[config.mk]
export PLATFORM = sky130hd
export DESIGN_NAME = ais_scaler
export DESIGN_NICKNAME = d
export VERILOG_FILES = /design/src/ais_pkg.sv /design/src/ais_divider.sv /design/src/ais_scaler.sv
export SDC_FILE = /design/constraint.sdc
export NUM_CORES = 2
export LEC_CHECK = 0
export BUFFER_PORTS_ARGS = -buffer_cell sky130_fd_sc_hd__buf_2
export CAP_MARGIN = 20
export CORE_MARGIN = 2
export CORE_UTILIZATION = 55
export CTS_CLUSTER_SIZE = 14
export DETAILED_ROUTE_END_ITERATION = 10
export PLACE_DENSITY = 0.73
export SLEW_MARGIN = 0
export SYNTH_ARGS = -nofsm -noshare
export SYNTH_HDL_FRONTEND = slang
export SYNTH_SLANG_ARGS = --single-unit
[constraint.sdc]
create_clock -name sys_clk -period 9.46 [get_ports sys_clk]
set_clock_uncertainty 0.1 [all_clocks]
set_input_delay 1.419 -clock sys_clk [delete_from_list [all_inputs] [get_ports sys_clk]]
set_output_delay 1.419 -clock sys_clk [all_outputs]
set_load 0.01 [all_outputs]
[src/ais_pkg.sv]
// shared constants of the analog input scaler
package ais_pkg;

   // ----------------------------------------------------------------
   // object dictionary indices
   // ----------------------------------------------------------------
   localparam logic [15:0] AIS_IDX_VALUE = 16'h3320;
   localparam logic [15:0] AIS_IDX_OFFSET = 16'h3321;
   localparam logic [15:0] AIS_IDX_MULT = 16'h3322;
   localparam logic [15:0] AIS_IDX_DIV = 16'h3323;
   localparam logic [7:0] AIS_SUB_COUNT = 8'h00;
   localparam logic [7:0] AIS_SUB_FIRST = 8'h01;

   // ----------------------------------------------------------------
   // reset values
   // ----------------------------------------------------------------
   localparam logic [31:0] AIS_VALUE_RST = 32'h0000_0000;
   localparam logic [15:0] AIS_OFFSET_RST = 16'h0000;
   localparam logic [15:0] AIS_MULT_RST = 16'h0001;
   localparam logic [15:0] AIS_DIV_RST = 16'h0001;
   localparam logic [31:0] AIS_RDATA_RST = 32'h0000_0000;

   // ----------------------------------------------------------------
   // widths and current conversion
   // ----------------------------------------------------------------
   localparam int AIS_ADC_W = 10;
   localparam int AIS_CFG_W = 16;
   localparam int AIS_SUM_W = 17;
   localparam int AIS_PROD_W = 33;
   localparam int AIS_OUT_W = 32;
   localparam int AIS_MAX_INPUTS = 2;
   localparam logic [15:0] AIS_CUR_FULL_MA = 16'h0014;
   localparam logic [15:0] AIS_CUR_FULL_CNT = 16'h03FF;

   // ----------------------------------------------------------------
   // sequencer states
   // ----------------------------------------------------------------
   typedef enum logic [1:0] {
      AIS_IDLE,
      AIS_SCALE,
      AIS_WAIT_SCALE,
      AIS_WAIT_CUR
   } ais_state_e;

endpackage

[src/ais_divider.sv]
// signed sequential divider, quotient truncated toward zero
`timescale 1ns/10ps
module ais_divider #(
   parameter int DW = 33,
   parameter int VW = 16
)
(
   input wire logic sys_clk,
   input wire logic rst,
   input wire logic start,
   input wire logic signed [DW-1:0] dividend,
   input wire logic signed [VW-1:0] divisor,
   output logic done,
   output logic signed [DW-1:0] quotient
);
   import ais_pkg::*;

   localparam int CW = $clog2(DW + 1);

   typedef struct packed {
      logic busy;
      logic [CW-1:0] cnt;
      logic neg;
      logic [VW-1:0] dvs;
      logic [VW:0] rem;
      logic [DW-1:0] quo;
      logic done;
      logic [DW-1:0] q_out;
   } ais_div_s;

   ais_div_s st_reg;
   ais_div_s st_next;

   // ----------------------------------------------------------------
   // one restoring step per cycle on magnitudes
   // ----------------------------------------------------------------
   always_comb
   begin
      logic [VW:0] trial;
      trial = '0;
      st_next = st_reg;
      st_next.done = 1'b0;
      if (start)
      begin
         st_next.busy = 1'b1;
         st_next.cnt = CW'(DW);
         st_next.neg = dividend[DW-1] ^ divisor[VW-1];
         st_next.quo = dividend[DW-1] ? DW'(-dividend) : dividend;
         st_next.dvs = divisor[VW-1] ? VW'(-divisor) : divisor;
         st_next.rem = '0;
      end
      else if (st_reg.busy)
      begin
         trial = {st_reg.rem[VW-1:0], st_reg.quo[DW-1]};
         st_next.quo = {st_reg.quo[DW-2:0], 1'b0};
         if (trial >= {1'b0, st_reg.dvs})
         begin
            st_next.rem = trial - {1'b0, st_reg.dvs};
            st_next.quo[0] = 1'b1;
         end
         else
         begin
            st_next.rem = trial;
         end
         st_next.cnt = st_reg.cnt - CW'(1);
         if (st_reg.cnt == CW'(1))
         begin
            st_next.busy = 1'b0;
            st_next.done = 1'b1;
            st_next.q_out = st_reg.neg ? DW'(-st_next.quo) : st_next.quo;
         end
      end
   end

   // state register
   always_ff @(posedge sys_clk)
   begin
      if (rst)
         st_reg <= '0;
      else
         st_reg <= st_next;
   end

   assign done = st_reg.done;
   assign quotient = st_reg.q_out;

endmodule

[src/ais_scaler.sv]
// analog input scaler: offset, multiply, divide and publish per input
//
// Functional notes
// - signed offset is added to raw count before multiply or divide
// - offset-corrected count is multiplied by signed multiplier
// - product divided by signed divisor; quotient is published value
// - with default settings the published value equals the raw count
// - published value signed 32-bit, read-only, zero after reset
// - read-only count entry reports number of inputs present
// - offset is signed 16-bit read-write, zero after reset
// - multiplier is signed 16-bit read-write, one after reset
// - divisor is signed 16-bit read-write, one after reset
// - optional second input has its own entries, same processing
`timescale 1ns/10ps
module ais_scaler #(
   parameter int NUM_INPUTS = 1
)
(
   input wire logic sys_clk,
   input wire logic rst,
   // converter samples, same clock domain
   input wire logic adc_valid,
   input wire logic [0:0] adc_chan,
   input wire logic [ais_pkg::AIS_ADC_W-1:0] adc_raw,
   input wire logic [NUM_INPUTS-1:0] current_mode,
   // object dictionary access
   input wire logic od_rd,
   input wire logic od_wr,
   input wire logic [15:0] od_index,
   input wire logic [7:0] od_sub,
   input wire logic [31:0] od_wdata,
   output logic [31:0] od_rdata,
   output logic od_ack,
   output logic od_err,
   // published results
   output logic [NUM_INPUTS*ais_pkg::AIS_OUT_W-1:0] scaled_value,
   output logic [NUM_INPUTS*ais_pkg::AIS_OUT_W-1:0] current_ma,
   output logic busy
);
   import ais_pkg::*;

   // ----------------------------------------------------------------
   // elaboration check
   // ----------------------------------------------------------------
   generate
      if (NUM_INPUTS < 1 || NUM_INPUTS > AIS_MAX_INPUTS)
      begin : g_bad_inputs
         $error("NUM_INPUTS must be 1 or 2");
      end
   endgenerate

   localparam logic [7:0] COUNT_VAL = 8'(NUM_INPUTS);

   typedef struct packed {
      ais_state_e state;
      logic [0:0] ch;
      logic [NUM_INPUTS-1:0] pending;
      logic [NUM_INPUTS-1:0][AIS_ADC_W-1:0] raw;
      logic [NUM_INPUTS-1:0][AIS_CFG_W-1:0] offset;
      logic [NUM_INPUTS-1:0][AIS_CFG_W-1:0] mult;
      logic [NUM_INPUTS-1:0][AIS_CFG_W-1:0] div;
      logic [NUM_INPUTS-1:0][AIS_OUT_W-1:0] value;
      logic [NUM_INPUTS-1:0][AIS_OUT_W-1:0] cur;
      logic div_start;
      logic signed [AIS_PROD_W-1:0] div_num;
      logic signed [AIS_CFG_W-1:0] div_den;
      logic [31:0] rdata;
      logic ack;
      logic err;
      logic busy;
   } ais_scaler_s;

   ais_scaler_s st_reg;
   ais_scaler_s st_next;

   logic div_done;
   logic signed [AIS_PROD_W-1:0] div_quo;

   // ----------------------------------------------------------------
   // shared divider
   // ----------------------------------------------------------------
   ais_divider #(
      .DW(AIS_PROD_W),
      .VW(AIS_CFG_W)
   )
   u_div
   (
      .sys_clk(sys_clk),
      .rst(rst),
      .start(st_reg.div_start),
      .dividend(st_reg.div_num),
      .divisor(st_reg.div_den),
      .done(div_done),
      .quotient(div_quo)
   );

   // ----------------------------------------------------------------
   // sequencer and register access
   // ----------------------------------------------------------------
   always_comb
   begin
      logic signed [AIS_SUM_W-1:0] sum;
      logic signed [AIS_PROD_W-1:0] prod;
      logic [7:0] sel;
      logic hit;
      sum = '0;
      prod = '0;
      sel = '0;
      hit = 1'b0;
      st_next = st_reg;
      st_next.div_start = 1'b0;
      st_next.ack = 1'b0;

      // capture a new sample; a fresh one replaces a waiting one
      if (adc_valid && (int'(adc_chan) < NUM_INPUTS))
      begin
         st_next.raw[adc_chan] = adc_raw;
         st_next.pending[adc_chan] = 1'b1;
      end

      case (st_reg.state)
         AIS_IDLE:
         begin
            if (st_reg.pending[0])
            begin
               st_next.ch = 1'b0;
               st_next.state = AIS_SCALE;
            end
            else if (st_reg.pending[NUM_INPUTS-1])
            begin
               st_next.ch = 1'(NUM_INPUTS - 1);
               st_next.state = AIS_SCALE;
            end
         end
         AIS_SCALE:
         begin
            // sample taken; a newer one sets pending again
            if (!(adc_valid && adc_chan == st_reg.ch))
               st_next.pending[st_reg.ch] = 1'b0;
            sum = $signed({7'h00, st_reg.raw[st_reg.ch]})
               + $signed({st_reg.offset[st_reg.ch][15],
                  st_reg.offset[st_reg.ch]});
            prod = sum * $signed(st_reg.mult[st_reg.ch]);
            st_next.div_num = prod;
            st_next.div_den = $signed(st_reg.div[st_reg.ch]);
            if (st_reg.div[st_reg.ch] == AIS_OFFSET_RST)
            begin
               st_next.state = AIS_IDLE;
            end
            else
            begin
               st_next.div_start = 1'b1;
               st_next.state = AIS_WAIT_SCALE;
            end
         end
         AIS_WAIT_SCALE:
         begin
            if (div_done)
            begin
               st_next.value[st_reg.ch] = div_quo[AIS_OUT_W-1:0];
               if (current_mode[st_reg.ch])
               begin
                  // count times 20 over 1023 for current inputs
                  st_next.div_num = $signed({23'h000000,
                     st_reg.raw[st_reg.ch]}) * $signed({1'b0,
                     AIS_CUR_FULL_MA});
                  st_next.div_den = $signed(AIS_CUR_FULL_CNT);
                  st_next.div_start = 1'b1;
                  st_next.state = AIS_WAIT_CUR;
               end
               else
               begin
                  st_next.state = AIS_IDLE;
               end
            end
         end
         AIS_WAIT_CUR:
         begin
            if (div_done)
            begin
               st_next.cur[st_reg.ch] = div_quo[AIS_OUT_W-1:0];
               st_next.state = AIS_IDLE;
            end
         end
         default:
         begin
            st_next.state = AIS_IDLE;
         end
      endcase
      st_next.busy = (st_next.state != AIS_IDLE);

      // object dictionary access, answered one cycle later
      sel = od_sub - AIS_SUB_FIRST;
      if (od_rd || od_wr)
      begin
         st_next.ack = 1'b1;
         st_next.err = 1'b0;
         st_next.rdata = AIS_RDATA_RST;
         hit = (od_sub != AIS_SUB_COUNT) && (int'(sel) < NUM_INPUTS);
         if (od_index != AIS_IDX_VALUE && od_index != AIS_IDX_OFFSET
            && od_index != AIS_IDX_MULT && od_index != AIS_IDX_DIV)
         begin
            st_next.err = 1'b1;
         end
         else if (od_sub == AIS_SUB_COUNT)
         begin
            st_next.rdata = {24'h000000, COUNT_VAL};
            st_next.err = od_wr;
         end
         else if (!hit)
         begin
            st_next.err = 1'b1;
         end
         else if (od_index == AIS_IDX_VALUE)
         begin
            st_next.rdata = st_reg.value[sel[0:0]];
            st_next.err = od_wr;
         end
         else if (od_index == AIS_IDX_OFFSET)
         begin
            st_next.rdata = {{16{st_reg.offset[sel[0:0]][15]}},
               st_reg.offset[sel[0:0]]};
            if (od_wr)
               st_next.offset[sel[0:0]] = od_wdata[15:0];
         end
         else if (od_index == AIS_IDX_MULT)
         begin
            st_next.rdata = {{16{st_reg.mult[sel[0:0]][15]}},
               st_reg.mult[sel[0:0]]};
            if (od_wr)
               st_next.mult[sel[0:0]] = od_wdata[15:0];
         end
         else
         begin
            st_next.rdata = {{16{st_reg.div[sel[0:0]][15]}},
               st_reg.div[sel[0:0]]};
            if (od_wr)
               st_next.div[sel[0:0]] = od_wdata[15:0];
         end
      end
   end

   // ----------------------------------------------------------------
   // state register with documented reset values
   // ----------------------------------------------------------------
   always_ff @(posedge sys_clk)
   begin
      if (rst)
      begin
         st_reg <= '0;
         st_reg.state <= AIS_IDLE;
         for (int i = 0; i < NUM_INPUTS; i++)
         begin
            st_reg.offset[i] <= AIS_OFFSET_RST;
            st_reg.mult[i] <= AIS_MULT_RST;
            st_reg.div[i] <= AIS_DIV_RST;
            st_reg.value[i] <= AIS_VALUE_RST;
         end
      end
      else
      begin
         st_reg <= st_next;
      end
   end

   // ----------------------------------------------------------------
   // outputs straight from the state register
   // ----------------------------------------------------------------
   assign od_rdata = st_reg.rdata;
   assign od_ack = st_reg.ack;
   assign od_err = st_reg.err;
   assign scaled_value = st_reg.value;
   assign current_ma = st_reg.cur;
   assign busy = st_reg.busy;

endmodule

==> impl_results.md <==
- Outcome: complete, no violations
- Ant diodes: 0
- Share of cells above drive strength 1: 9.146%
- Met2 Use GR: 50.41%
- Final min period: 9.057 ns
- Top_reg_cell synth: dfxtp_1
- Asr flop ratio synth: 0%
- Final setup violation count: 0
- Synthesis-to-layout area growth: 6.953%
- Synth Area per Inst: 8.380 um2
- Logic depth of the worst path, buffers included: 33
- CP max stage cell: fa_1
- Pin count of the biggest net entering global routing: 120
- Final hold vios: 0
- Fin. max-slew vios: 0
- Clock sinks: 316
- Peak VDD IR: 0.1272 mV
- Clock transition at path regs: 0.06 ns
- Drt wl/cell: 19.21 um
- Setup Crit Path Kind: flip-flop to flip-flop
- Req. time, crit path: 9.77 ns
- Avg Vias per Cell: 5.815
- Total GRT Usage: 29.09%
- CP Launch Type: flip-flop
- DR iter-0 viols: 1,653
- Ys Warns: 0
- First-pass DRT Iterations: 6
- Sum Neg Setup Slack: 0 ns
- Period utilization: 95.74%
- Final nets: 3,590
- I/O Buffers: 155
- Die span in y: 222.4 um
- MaxCap Viol Count: 0
- Post-Synthesis Net Count: 3,618
- Routing usage on met3: 3.769%
- Static leakage: 12.53 nW
- Seq/Total Area, Yosys: 24.11%
- Root buf cell: clkbuf_16
- First-pass GRT wire length: 115,600 um
- Htree depth: 2
- Yosys reg bits: 316
- CORE AREA: 47,450 um2
- HPWL after DPL: 54,700 um
- Reg2Reg Depth: 33
- Core Rows: 80
- Vias in the first global route: 21.91k
- Initial antenna violation count: 1
- Hold Crit Class: flip-flop to flip-flop
- Worst-Skew Late Latency: 0.54 ns
- CTS buffer count: 34
- Slew headroom: 19.50%
- EDFF count, synth: 0
- CP bufs+invs: 6
- # IOs: 172
- Post-DRT Antenna Nets: 0
- Met1 Usage GRT: 36.84%
- Top delay family on crit path: adder cells
- Worst-margin pin slew: 1.202 ns
- Synth unique cells: 70
- Initial Util: 55.30%
- Cell mode on critical path: fa_1
- DRC: 0
- Min Hold Slack: 0.3517 ns
- Post-Syn Instances: 3,131
- Synthesized area: 26,240 um2
- Cell area power density: 120.7 nW/um2
- Total Wirelength: 71,870 um
- Die area: 49,470 um2
- Clk buf depth: 3
- Max reg flops: 111
- GPL Wtd Cong: 0.9524
- Global route hottest layer: met2
- Max incr delay on CP: 0.61 ns
- CTS tree: yes
- Peak fanout along the critical path: 16
- Die X: 222.4 um
- CP arrival: 9.36 ns
- Hold Path Cell Cnt: 2
- Maximum operating frequency: 110.4 MHz
- Congestion Overflow GR: 0
- Vias: 21.76k
- Setup crit end kind: flip-flop
- RSZ-0062 raised after global routing: false
## worst reg2reg max path, delay by kind of cell, from the launching register on
family          cells  cell delay [ns]
compound gates     14             2.95
xor+xnor            2             0.44
fa+ha+maj           9             4.11
buf+inv             6             0.64
flops               1             0.45
simple gates        2             0.24
## cell usage after synthesis (19+ instances only)
library cell / n / share of area (%)
a211oi_1: 89 / 2.5
nor2b_1: 48 / 1.1
fa_1: 279 / 21
nor3_1: 25 / 0.48
nor2_1: 190 / 2.7
or3_1: 25 / 0.60
inv_1: 376 / 5.4
nand2_1: 485 / 6.9
o31ai_1: 21 / 0.60
dfxtp_1: 316 / 24
a21oi_1: 207 / 3.9
xnor2_1: 61 / 2.0
and2_1: 117 / 2.8
clkbuf_1: 155 / 2.2
mux2i_1: 19 / 0.72
ha_1: 135 / 6.4
buf_4: 96 / 2.7
a21o_1: 28 / 0.80
a22oi_1: 40 / 1.1
xor2_1: 71 / 2.4
o21ai_0: 89 / 1.7
## per-stage QoR
stage          total power [mW]  utilization (%)  worst slack, ns  instance area (um2)  std cells
5_1_grt                   3.520            59.15          0.02600                28060       3742
2_1_floorplan             1.883                -           0.8520                26240       3131
4_1_cts                   3.397            58.87           0.3561                27930       3735
3_3_place_gp              2.020            56.41           0.5137                26760       3673
6_report                  3.388            59.15           0.4028                28060       3742
3_5_place_dp              2.036            56.46           0.4028                26790       3675
## final timing paths
path,endpoint,startpoint,slack [ns]
min,od_rdata[24],od_rdata[24],0.35
max reg2reg,st_reg[81],st_reg[181],0.40
max,st_reg[81],st_reg[181],0.40
min reg2reg,od_rdata[24],od_rdata[24],0.35
## report_power, final
part           leakage [nW]  internal [mW]  switching [mW]
Sequential             2.55           1.36          0.0441
Combinational          9.43          0.228           0.387
Clock                 0.551          0.794           0.574
## timing repair
action                                  4_1_cts  5_1_grt
endpoints found under the setup margin        0        6
setup buffers                                 0        0
gates resized for setup                       0        6
hold buffers                                  0        0
hold endpoints to repair                      0        0
## final cells by class
type / count / area [um2]
Inverter: 376 / 1411
Clock inverter: 14 / 200.2
Sequential cell: 316 / 6329
Timing Repair Buffer: 202 / 1216
Fill cell: 4137 / 19380
Multi-Input combinational cell: 2173 / 17190
Tap cell: 615 / 769.5
Clock buffer: 46 / 945.9
## placed cells by master, fill, tap and decap left out, types with 16 or more instances in the layout
master,instances
nand2_1,485
inv_1,376
dfxtp_1,314
fa_1,279
a21oi_1,207
nor2_1,188
buf_2,154
ha_1,135
and2_1,117
a211oi_1,89
o21ai_0,88
xor2_1,71
xnor2_1,58
nor2b_1,48
a22oi_1,40
buf_4,39
clkbuf_16,34
a21o_1,28
nor3_1,25
or3_1,25
o31ai_1,21
mux2i_1,19
and3_1,18
o22ai_1,18
nand2b_1,17
nand3_1,16
## cell families (layout without fill, tap and decap cells)
kind of cell	after synthesis	after routing	share of synthesized area, %
and+or+nand+nor	1005	1005	17.63
buffers and inverters	642	638	10.56
AOI/OAI and AO/OA	601	601	14.76
adders and majority gates	414	414	27.72
DFF	316	316	24.11
xor gates and xnor gates	132	132	4.406
muxes	21	21	0.8106
## metal layers
layer | routed length, um | vias to the layer above | part of all wire (%)
met5 | 8 | - | 0.011
met4 | 3024 | 2 | 4.2
met3 | 4996 | 185 | 7.0
met2 | 35220 | 766 | 49
met1 | 28620 | 10730 | 40
li1 | - | 10080 | -
(Power assumes the default switching activity.)
